==> src/pkg/papcr_defines.vh <==
/*
 * Offsets, field positions, reset values and timing figures for the PHY
 * analog and power configuration register bank.
 * Assumes a 100 MHz core clock. Each register index becomes a word address
 * (byte address = index * 4) on a 32-bit classic Wishbone bus.
 */
`ifndef PAPCR_DEFINES_VH
`define PAPCR_DEFINES_VH

// ----------------------------------------------------------------------------
// register indices (byte address is four times the index)
// ----------------------------------------------------------------------------
`define PAPCR_IDX_LDCLASS      16'h0404
`define PAPCR_IDX_ANTHRESH     16'h040D
`define PAPCR_IDX_DCCORR       16'h0410
`define PAPCR_IDX_AFILT1       16'h0416
`define PAPCR_IDX_AEQ          16'h0418
`define PAPCR_IDX_SUPOVR       16'h041F
`define PAPCR_IDX_SUPSTAT      16'h0421
`define PAPCR_IDX_DEEPSLP      16'h0428

// ----------------------------------------------------------------------------
// reset values
// ----------------------------------------------------------------------------
`define PAPCR_RST_LDCLASS      16'h0020
`define PAPCR_RST_ANTHRESH     16'h0008
`define PAPCR_RST_DCCORR       16'h2000
`define PAPCR_RST_AFILT1       16'h0870
`define PAPCR_RST_AEQ          16'h0000
`define PAPCR_RST_SUPOVR       16'h0000
`define PAPCR_RST_DEEPSLP      16'h0000

// ----------------------------------------------------------------------------
// field layout and codes
// ----------------------------------------------------------------------------
`define PAPCR_LDCLASS_B        16'h0020
`define PAPCR_LDCLASS_A        16'h0024
`define PAPCR_ANTHRESH_HI      4
`define PAPCR_DCCORR_FIXED     14
`define PAPCR_AFILT1_HI        12
`define PAPCR_AFILT1_LO        8
`define PAPCR_AEQ_HI           13
`define PAPCR_AEQ_LO           8
`define PAPCR_SUPOVR_CORE      12
`define PAPCR_SUPOVR_IO_HI     11
`define PAPCR_SUPOVR_IO_LO     10
`define PAPCR_IO_FORCE         2'h3
`define PAPCR_IO_LEVEL_3V3     2'h3
`define PAPCR_SUPSTAT_CORE     2
`define PAPCR_DEEPSLP_IDLE_MSB 5
`define PAPCR_DEEPSLP_IDLE_EN  4
`define PAPCR_DEEPSLP_FAST     3
`define PAPCR_DEEPSLP_ENABLE   2
`define PAPCR_DEEPSLP_RW_MASK  16'h003F

// ----------------------------------------------------------------------------
// timing
// ----------------------------------------------------------------------------
`define PAPCR_CLK_KHZ          100000
`define PAPCR_EXIT_FAST_MS     50
`define PAPCR_EXIT_SLOW_MS     100
`define PAPCR_EXIT_FAST_CYC    (`PAPCR_EXIT_FAST_MS * `PAPCR_CLK_KHZ)
`define PAPCR_EXIT_SLOW_CYC    (`PAPCR_EXIT_SLOW_MS * `PAPCR_CLK_KHZ)

`endif

==> src/verilog/papcr_regs.v <==
/*
 * PHY analog and power configuration register bank with its control logic:
 * line driver class, energy threshold, DC correction, filter and equalizer
 * trims, supply level overrides, idle test pattern and deep sleep sequencing.
 * Assumes a classic Wishbone master on core_clk, analog detector levels
 * arriving asynchronously, and the standard power-down request and low four
 * idle-pattern bits coming from logic on core_clk.
 */
//
// What this block does
// [RL1] 0x0020 picks class B, 0x0024 class A
// [RL2] five-bit energy threshold, resets to 01000
// [RL3] bit 14 selects fixed DC correction
// [RL4] filter one cut-off field, resets to 01000
// [RL5] six-bit analog equalizer field, resets zero
// [RL6] bit 12 forces core supply to 3.3V
// [RL7] bits 11:10 at 11 force I/O 3.3V
// [RL8] five-bit value gives zeros after each one
// [RL9] zero value clears the pattern gap counter
// [RL10] bit 4 enables the idle test pattern
// [RL11] bit 3 picks 50 ms or 100 ms exit
// [RL12] bit 2 enters and leaves deep power-down
// [RL13] host enters standard power-down before deep sleep
// [RL14] read-only reserved bits ignore writes, read reset
`timescale 1ns/1ps
`default_nettype none
`include "papcr_defines.vh"

module papcr_regs #(
    // 24-bit counts: 167 ms at most
    parameter [23:0] EXIT_FAST_CYCLES = `PAPCR_EXIT_FAST_CYC,
    parameter [23:0] EXIT_SLOW_CYCLES = `PAPCR_EXIT_SLOW_CYC
) (
    input  wire        core_clk,
    input  wire        rst,
    // classic wishbone slave
    input  wire        wb_cyc_i,
    input  wire        wb_stb_i,
    input  wire        wb_we_i,
    input  wire [15:0] wb_adr_i,
    input  wire [3:0]  wb_sel_i,
    input  wire [31:0] wb_dat_i,
    output reg  [31:0] wb_dat_o,
    output reg         wb_ack_o,
    // analog detector levels, power-down sources and idle pattern bits
    input  wire        analog_core_supply_det,
    input  wire [1:0]  io_supply_det,
    input  wire        interrupt_powerdown_pin_n,
    input  wire        std_power_down,
    input  wire [3:0]  idle_pattern_low,
    // controls toward the analog front end
    output reg         line_driver_class_a,
    output reg         line_driver_class_b,
    output reg  [4:0]  energy_threshold,
    output reg         fixed_dc_enable,
    output reg  [4:0]  filter1_cutoff,
    output reg  [5:0]  equalizer_setting,
    output reg         analog_core_supply_3v3,
    output reg  [1:0]  analog_io_supply_level,
    output reg         idle_test_active,
    output reg         idle_test_bit,
    output reg         deep_sleep_active,
    output reg         deep_sleep_exiting
);

    // ------------------------------------------------------------------------
    // state codes
    // ------------------------------------------------------------------------
    localparam [2:0] ST_RUN  = 3'h1;
    localparam [2:0] ST_DEEP = 3'h2;
    localparam [2:0] ST_EXIT = 3'h4;

    // ------------------------------------------------------------------------
    // storage
    // ------------------------------------------------------------------------
    reg  [15:0] ldclass_reg;
    reg  [15:0] anthresh_reg;
    reg  [15:0] dccorr_reg;
    reg  [15:0] afilt1_reg;
    reg  [15:0] aeq_reg;
    reg  [15:0] supovr_reg;
    reg  [15:0] deepslp_reg;
    reg  [2:0]  state_reg;
    reg  [2:0]  state_next;
    reg  [23:0] exit_cnt_reg;
    reg  [23:0] exit_cnt_next;
    reg  [4:0]  gap_cnt_reg;
    reg  [1:0]  core_sync_reg;
    reg  [3:0]  io_sync_reg;
    reg  [1:0]  pin_sync_reg;
    reg  [15:0] rd_data;
    reg         addr_hit;

    wire        bus_req;
    wire        wr_stb;
    wire [15:0] wmask;
    wire [4:0]  idle_value;
    wire        core_det;
    wire [1:0]  io_det;
    wire        pd_requested;
    wire [15:0] status_word;

    // request accepted once per cycle; answer one edge later
    // ack high blocks a retake
    assign bus_req = wb_cyc_i & wb_stb_i & ~wb_ack_o;
    assign wr_stb  = bus_req & wb_we_i;
    // lanes 3 and 2 unused
    assign wmask   = {{8{wb_sel_i[1]}}, {8{wb_sel_i[0]}}};

    // synchronised outside levels, read only from the second stage
    // pin asks for power-down when low
    assign core_det     = core_sync_reg[1];
    assign io_det       = io_sync_reg[3:2];
    assign pd_requested = std_power_down | ~pin_sync_reg[1];

    // five-bit idle value: bit 5 of deep sleep control on top
    assign idle_value = {deepslp_reg[`PAPCR_DEEPSLP_IDLE_MSB], idle_pattern_low}; // [RL8]

    // status shows the levels the device acts on
    // forced or detected level
    assign status_word = {13'h0000, analog_core_supply_3v3, analog_io_supply_level};

    // ------------------------------------------------------------------------
    // input synchronisers
    // ------------------------------------------------------------------------
    // two flops on each asynchronous input
    // pin flops reset high, its idle
    // level: no false request
    always @(posedge core_clk) begin
        if (rst) begin
            core_sync_reg <= 2'h0;
            io_sync_reg   <= 4'h0;
            pin_sync_reg  <= 2'h3;
        end else begin
            core_sync_reg <= {core_sync_reg[0], analog_core_supply_det};
            io_sync_reg   <= {io_sync_reg[1:0], io_supply_det};
            pin_sync_reg  <= {pin_sync_reg[0], interrupt_powerdown_pin_n};
        end
    end

    // ------------------------------------------------------------------------
    // wishbone slave
    // ------------------------------------------------------------------------
    // read decode, unmapped words read as zero
    // misaligned words hit nothing
    always @* begin
        rd_data  = 16'h0000;
        addr_hit = 1'b1;
        if (wb_adr_i[1:0] != 2'h0) begin
            addr_hit = 1'b0;
        end else begin
            case ({2'h0, wb_adr_i[15:2]})
                `PAPCR_IDX_LDCLASS:  rd_data = ldclass_reg;
                `PAPCR_IDX_ANTHRESH: rd_data = anthresh_reg;
                `PAPCR_IDX_DCCORR:   rd_data = dccorr_reg;
                `PAPCR_IDX_AFILT1:   rd_data = afilt1_reg;
                `PAPCR_IDX_AEQ:      rd_data = aeq_reg;
                `PAPCR_IDX_SUPOVR:   rd_data = supovr_reg;
                `PAPCR_IDX_SUPSTAT:  rd_data = status_word;
                `PAPCR_IDX_DEEPSLP:  rd_data = deepslp_reg;
                default:             addr_hit = 1'b0;
            endcase
        end
    end

    // one-cycle ack, registered read data
    // read data holds until next read
    always @(posedge core_clk) begin
        if (rst) begin
            wb_ack_o <= 1'b0;
            wb_dat_o <= 32'h00000000;
        end else begin
            wb_ack_o <= bus_req;
            if (bus_req && !wb_we_i) begin
                wb_dat_o <= {16'h0000, rd_data};
            end
        end
    end

    // register writes under byte lane masks
    // reserved rw bits keep writes [RL14]
    always @(posedge core_clk) begin
        if (rst) begin
            ldclass_reg  <= `PAPCR_RST_LDCLASS;
            anthresh_reg <= `PAPCR_RST_ANTHRESH;
            dccorr_reg   <= `PAPCR_RST_DCCORR;
            afilt1_reg   <= `PAPCR_RST_AFILT1;
            aeq_reg      <= `PAPCR_RST_AEQ;
            supovr_reg   <= `PAPCR_RST_SUPOVR;
            deepslp_reg  <= `PAPCR_RST_DEEPSLP;
        end else if (wr_stb && addr_hit) begin
            case ({2'h0, wb_adr_i[15:2]})
                `PAPCR_IDX_LDCLASS: begin
                    ldclass_reg <= (ldclass_reg & ~wmask) | (wb_dat_i[15:0] & wmask);
                end
                `PAPCR_IDX_ANTHRESH: begin
                    anthresh_reg <= (anthresh_reg & ~wmask) | (wb_dat_i[15:0] & wmask);
                end
                `PAPCR_IDX_DCCORR: begin
                    dccorr_reg <= (dccorr_reg & ~wmask) | (wb_dat_i[15:0] & wmask);
                end
                `PAPCR_IDX_AFILT1: begin
                    afilt1_reg <= (afilt1_reg & ~wmask) | (wb_dat_i[15:0] & wmask);
                end
                `PAPCR_IDX_AEQ: begin
                    aeq_reg <= (aeq_reg & ~wmask) | (wb_dat_i[15:0] & wmask);
                end
                `PAPCR_IDX_SUPOVR: begin
                    supovr_reg <= (supovr_reg & ~wmask) | (wb_dat_i[15:0] & wmask);
                end
                `PAPCR_IDX_DEEPSLP: begin
                    // upper bits stay zero whatever is written [RL14]
                    deepslp_reg <= ((deepslp_reg & ~wmask) | (wb_dat_i[15:0] & wmask))
                                   & `PAPCR_DEEPSLP_RW_MASK;
                end
                default: begin
                    // status word is read-only [RL14]
                    deepslp_reg <= deepslp_reg;
                end
            endcase
        end
    end

    // ------------------------------------------------------------------------
    // analog trims and supply selection
    // ------------------------------------------------------------------------
    // registered copies of the trim fields and decoded selections
    // outputs lag the register a clock
    always @(posedge core_clk) begin
        if (rst) begin
            line_driver_class_a    <= 1'b0;
            line_driver_class_b    <= 1'b1;
            energy_threshold       <= 5'h08;
            fixed_dc_enable        <= 1'b0;
            filter1_cutoff         <= 5'h08;
            equalizer_setting      <= 6'h00;
            analog_core_supply_3v3 <= 1'b0;
            analog_io_supply_level <= 2'h0;
        end else begin
            line_driver_class_a <= (ldclass_reg == `PAPCR_LDCLASS_A); // [RL1]
            line_driver_class_b <= (ldclass_reg == `PAPCR_LDCLASS_B); // [RL1]
            energy_threshold    <= anthresh_reg[`PAPCR_ANTHRESH_HI:0]; // [RL2]
            fixed_dc_enable     <= dccorr_reg[`PAPCR_DCCORR_FIXED]; // [RL3]
            filter1_cutoff      <= afilt1_reg[`PAPCR_AFILT1_HI:`PAPCR_AFILT1_LO]; // [RL4]
            equalizer_setting   <= aeq_reg[`PAPCR_AEQ_HI:`PAPCR_AEQ_LO]; // [RL5]
            // forced 3.3V or the detector's decision
            analog_core_supply_3v3 <= supovr_reg[`PAPCR_SUPOVR_CORE] | core_det; // [RL6]
            if (supovr_reg[`PAPCR_SUPOVR_IO_HI:`PAPCR_SUPOVR_IO_LO] == `PAPCR_IO_FORCE) begin
                analog_io_supply_level <= `PAPCR_IO_LEVEL_3V3; // [RL7]
            end else begin
                analog_io_supply_level <= io_det; // [RL7]
            end
        end
    end

    // ------------------------------------------------------------------------
    // idle test pattern
    // ------------------------------------------------------------------------
    // a one, then idle_value zeros, repeated; zero value holds the line low
    // reload on a one only, so a new
    // non-zero value never cuts a gap short
    always @(posedge core_clk) begin
        if (rst) begin
            idle_test_active <= 1'b0;
            idle_test_bit    <= 1'b0;
            gap_cnt_reg      <= 5'h00;
        end else begin
            idle_test_active <= deepslp_reg[`PAPCR_DEEPSLP_IDLE_EN]; // [RL10]
            if (!deepslp_reg[`PAPCR_DEEPSLP_IDLE_EN] || idle_value == 5'h00) begin
                idle_test_bit <= 1'b0; // [RL9]
                gap_cnt_reg   <= 5'h00;
            end else if (gap_cnt_reg == 5'h00) begin
                idle_test_bit <= 1'b1; // [RL8]
                gap_cnt_reg   <= idle_value;
            end else begin
                idle_test_bit <= 1'b0; // [RL8]
                gap_cnt_reg   <= gap_cnt_reg - 5'h01;
            end
        end
    end

    // ------------------------------------------------------------------------
    // deep sleep sequencing
    // ------------------------------------------------------------------------
    // next state: enter on standard or pin power-down request, timed exit
    always @* begin
        state_next    = state_reg;
        exit_cnt_next = exit_cnt_reg;
        case (state_reg)
            ST_RUN: begin
                // waits for power-down
                if (deepslp_reg[`PAPCR_DEEPSLP_ENABLE] && pd_requested) begin
                    state_next = ST_DEEP; // [RL12] [RL13]
                end
            end
            ST_DEEP: begin
                if (!deepslp_reg[`PAPCR_DEEPSLP_ENABLE]) begin
                    // one short: full count
                    state_next = ST_EXIT; // [RL12]
                    if (deepslp_reg[`PAPCR_DEEPSLP_FAST]) begin
                        exit_cnt_next = EXIT_FAST_CYCLES - 24'h000001; // [RL11]
                    end else begin
                        exit_cnt_next = EXIT_SLOW_CYCLES - 24'h000001; // [RL11]
                    end
                end
            end
            ST_EXIT: begin
                if (exit_cnt_reg == 24'h000000) begin
                    state_next = ST_RUN;
                end else begin
                    exit_cnt_next = exit_cnt_reg - 24'h000001;
                end
            end
            default: begin
                // illegal code: back to run
                state_next    = ST_RUN;
                exit_cnt_next = 24'h000000;
            end
        endcase
    end

    // state flops and registered status outputs
    // outputs decode the next state,
    // so they move with it
    always @(posedge core_clk) begin
        if (rst) begin
            state_reg          <= ST_RUN;
            exit_cnt_reg       <= 24'h000000;
            deep_sleep_active  <= 1'b0;
            deep_sleep_exiting <= 1'b0;
        end else begin
            state_reg          <= state_next;
            exit_cnt_reg       <= exit_cnt_next;
            deep_sleep_active  <= (state_next == ST_DEEP);
            deep_sleep_exiting <= (state_next == ST_EXIT);
        end
    end

endmodule

`default_nettype wire

==> config.mk <==
export PLATFORM = sky130hd
export DESIGN_NAME = papcr_regs
export DESIGN_NICKNAME = d
export VERILOG_FILES = /design/src/verilog/papcr_regs.v
export VERILOG_INCLUDE_DIRS = /design/src /design/src/pkg
export SDC_FILE = /design/constraint.sdc
export NUM_CORES = 1
export LEC_CHECK = 0
export BUFFER_PORTS_ARGS = -buffer_cell sky130_fd_sc_hd__buf_2
export CAP_MARGIN = 20
export CORE_ASPECT_RATIO = 0.8
export CORE_MARGIN = 2
export CORE_UTILIZATION = 61
export CTS_CLUSTER_SIZE = 14
export DETAILED_ROUTE_END_ITERATION = 10
export GPL_ROUTABILITY_DRIVEN = 0
export PLACE_DENSITY = 0.85
export SYNTH_ARGS = -nofsm -noshare
export SYNTH_HDL_FRONTEND = slang
export SYNTH_SLANG_ARGS = --single-unit
==> constraint.sdc <==
create_clock -name core_clk -period 4.8 [get_ports core_clk]
set_input_delay 0.96 -clock core_clk [delete_from_list [all_inputs] [get_ports core_clk]]
set_output_delay 0.96 -clock core_clk [all_outputs]
set_load 0.01 [all_outputs]
### Word level (Yosys, flattened, before mapping)

Cells that the tools add are included.
W data, S select, Z words.

| storage, ports and cells | value |
|---|---|
| register bits | 185 |
| output and inout port bits | 59 |

| cells by class | value |
|---|---|
| add/sub/neg operators | 2 |
| eq/ne operators | 18 |
| muxes and demuxes | 15 |
| bitwise operators | 24 |
| reductions and logical operators | 20 |

Operators by type and width:

| cell | number |
|---|---|
| $pmux W16 S8 | 1 |
| $and A16 B16 Y16 | 7 |
| $eq A14 B11 Y1 const B | 8 |
| $or A16 B16 Y16 | 6 |
| $mux W24 | 3 |
| $pmux W24 S3 | 1 |
| $eq A16 B6 Y1 const B | 2 |
| $logic_not A24 Y1 | 1 |
| $sub A24 B1 Y24 const B | 1 |
| $mux W16 | 1 |
| $not A16 Y16 | 1 |
| $reduce_and A2 Y1 | 7 |
| $logic_not A5 Y1 | 2 |
| $mux W3 | 3 |
| $pmux W3 S3 | 1 |
| $reduce_or A8 Y1 | 1 |
| $and A6 B6 Y6 | 1 |
| $eq A3 B2 Y1 const B | 2 |
| $eq A3 B3 Y1 const B | 2 |
| $or A6 B6 Y6 | 1 |
| $mux W5 | 1 |
| $sub A5 B1 Y5 const B | 1 |
| $ne A2 B2 Y1 const B | 2 |
| $and A1 B1 Y1 | 3 |
| 12 further kinds | 20 |

### Logic depth before layout (Yosys ltp)

| depth | value |
|---|---|
| word-level depth | 6 |
| gate-level depth with buffers | 8 |
| mapped depth without buffers | 7 |

### Least setup slack after synthesis

Ideal clock, no wire load.

| timing path | value |
|---|---|
| kind | input to register |
| start | input port wb_adr_i[11] |
| end | register with a tool-made name |
| library setup time | 0.128 ns |
| arrival time | 2.880 ns |
| data required time | 4.672 ns |
| setup slack | 1.792 ns |
| stages | 7 |
| cells stage by stage | or4b_1 -> buf_4 -> or2_1 -> buf_6 -> nor4_4 -> mux2i_1 -> nor2_1 |

RTL lines:

| element | line | source |
|---|---|---|
| start: declaration | papcr_regs.v:40 | `input wire [15:0] wb_adr_i,` |

==> results.tsv <==
metric	value	unit
slew_violations	0	
clock-skew-final	10.0	ps
fin_crit	3530	ps
max_stage_delay	770	ps
leakagePower	0.00333	uW
status	finished clean	
path_cells	buf_2 -> or4b_1 -> nor4_1 -> nor2b_1 -> mux2i_1 -> nor2_1	
synth_ff_type	dfxtp_1	
ys_warn_count	0	
hold_viol_final	0	
cts_sinks	185	
vdd_drop_max	0.000250	V
post_cts_buffers	0	
drt_iter0_drc	1021	
synth.distinct_cells	72	
worstSetupPathType	input port to flip-flop	
grt_pass1_wl	35.0	mm
grt_pass1_vias	6747	
slew_headroom	26.4	%
power_density	325	nW/um^2
drive_gt1_share	16.8	%
ctsResizeCount	0	
ant_nets	0	
fin_tns_setup	0	ps
cts-root-buf	clkbuf_16	
dp_hpwl	14.6	mm
final_common_cell	dfxtp_1	
hold_slack	432	ps
setup_violations	0	
io-pin-count	125	
cts-hold-fix-buffers	0	
start_util	61.9	%
fmax	0.283	GHz
insertion_delay	440	ps
antenna_cells	0	
htreeDepth	4	
numPortBuffers	90	
cts_tree	done	
wl	22.2	mm
row_count	38	
final_cell_mix	dfxtp_1, nor2_1, buf_2	
syn-cell-area	8310	um^2
drc	0	
cp.required	5090	ps
dr.pass1.iters	6	
end_kind	flip-flop	
gr-total-overflow	0	
die-area	14600	um^2
finalCoreUtilization	70.2	%
via_per_inst	6.28	
worst_pin_slew	1100	ps
die_h	108	um
syn_area_per_cell	9.06	um^2
placed_area	8830	um^2
rsz0062_at_grt	false	
coreArea	13400	um^2
min_period_over_period	73.5	%
cp_slowest_cell	nor4_1	
holdCritPathClass	flip-flop to flip-flop	
syn_inst	917	
ys_seq_elements	185	
die_w	134	um
clockBufferDepth	2	
startpoint_type	input port	
num_vias	7393	
layout.nets	1054	
seq_area_frac_synth	44.6	%
worst_slack	1270	ps
place_ws	872	ps
area_growth	13.3	%
fin_area	9410	um^2
numCtsBuffers	17	
path_clk_slew	70	ps
critical_path.max_fanout	20	
synth_edf_count	0	
track_usage	30.8	%
maxCapViolCount	0	
grt_antenna_before_repair	0	
grt_max_degree	88	
wl_per_cell	18.9	um
arrival	3820	ps
synthArstFlopShare	0	%
final timing paths:
check	startpoint	end	slack, ps	cells after the start
worst max-delay path	wb_adr_i[5]	flip-flop	1270	6
worst min-delay path	pin_sync_reg[0]	pin_sync_reg[1]	430	1
worst max register to register	exit_cnt_reg[2]	exit_cnt_reg[18]	1820	6
worst min register to register	pin_sync_reg[0]	pin_sync_reg[1]	430	1
routing by layer:
metal | track usage (%) | wire length (um) | vias to the layer above
met5 | 0 | 0 | -
met4 | 10.2 | 386 | 0
li1 | - | - | 3479
met1 | 43.5 | 9820 | 3523
met2 | 47.0 | 9960 | 353
met3 | 6.38 | 2070 | 38
logic make-up after synthesis:
kind of cell	count (synthesis)	synth area share [%]
AOI/OAI and AO/OA	207	17.3
xor gates and xnor gates	2	0.211
adders and majority gates	3	0.452
buffers and inverters	82	4.72
DFF	185	44.6
muxes	77	9.31
other	1	0.0452
and+or+nand+nor	360	23.3
synth_stat cells, types with 4 or more instances:
library cell    n  share of area [%]
dfxtp_1       185                 45
nor2_1        112                5.1
mux2i_1        75                9.0
nand2_1        69                3.1
a21oi_1        57                3.4
o21ai_0        45                2.7
clkbuf_1       44                2.0
nor2b_1        35                2.6
nor3_1         25                1.5
buf_4          18                1.6
nand4_1        15                1.1
a221oi_1       14                1.5
a222oi_1       11                1.3
a22oi_1        10               0.90
inv_1          10               0.45
nor4_1         10               0.75
and3_1          9               0.68
or3_1           9               0.68
or4_1           8               0.72
a211o_1         7               0.74
a211oi_1        7               0.63
buf_2           7               0.42
nand2b_1        7               0.53
nand3b_1        7               0.63
a221oi_2        6                1.1
o31ai_1         6               0.54
or2_2           6               0.45
or4b_1          6               0.72
a22o_1          5               0.53
a31oi_1         5               0.38
nand3_1         5               0.30
a41oi_1         4               0.42
and2_1          4               0.30
and3b_1         4               0.42
nor3b_1         4               0.36
nor4b_1         4               0.42
o32ai_1         4               0.42
through the flow:
step	instances	power, uW
final	1178	3060
after global routing	1178	3130
after CTS	1178	3060
after detailed placement	1146	1680
after global placement	1146	1680
after floorplan	932	1640
critical path: cells and delay by family:
kind	cells	cell delay [ps]
and+or+nand+nor	4	2230
buffers and inverters	1	360
muxes	1	270
where the power goes:
part	total, uW	leakage, uW	internal, uW	switching (uW)
clock	1400	0.000283	738	667
combinational	111	0.00155	31.0	80.5
sequential	1540	0.00149	1540	1.75
layout make-up:
class	instances	area [um^2]
fill	1042	4000
inverter	10	37.5
clock inverter	15	161
tap	180	225
sequential	185	3700
multi-input combinational	665	4270
clock buffer	17	425
timing repair buffer	106	586
Power figures use the tool's default switching activity.
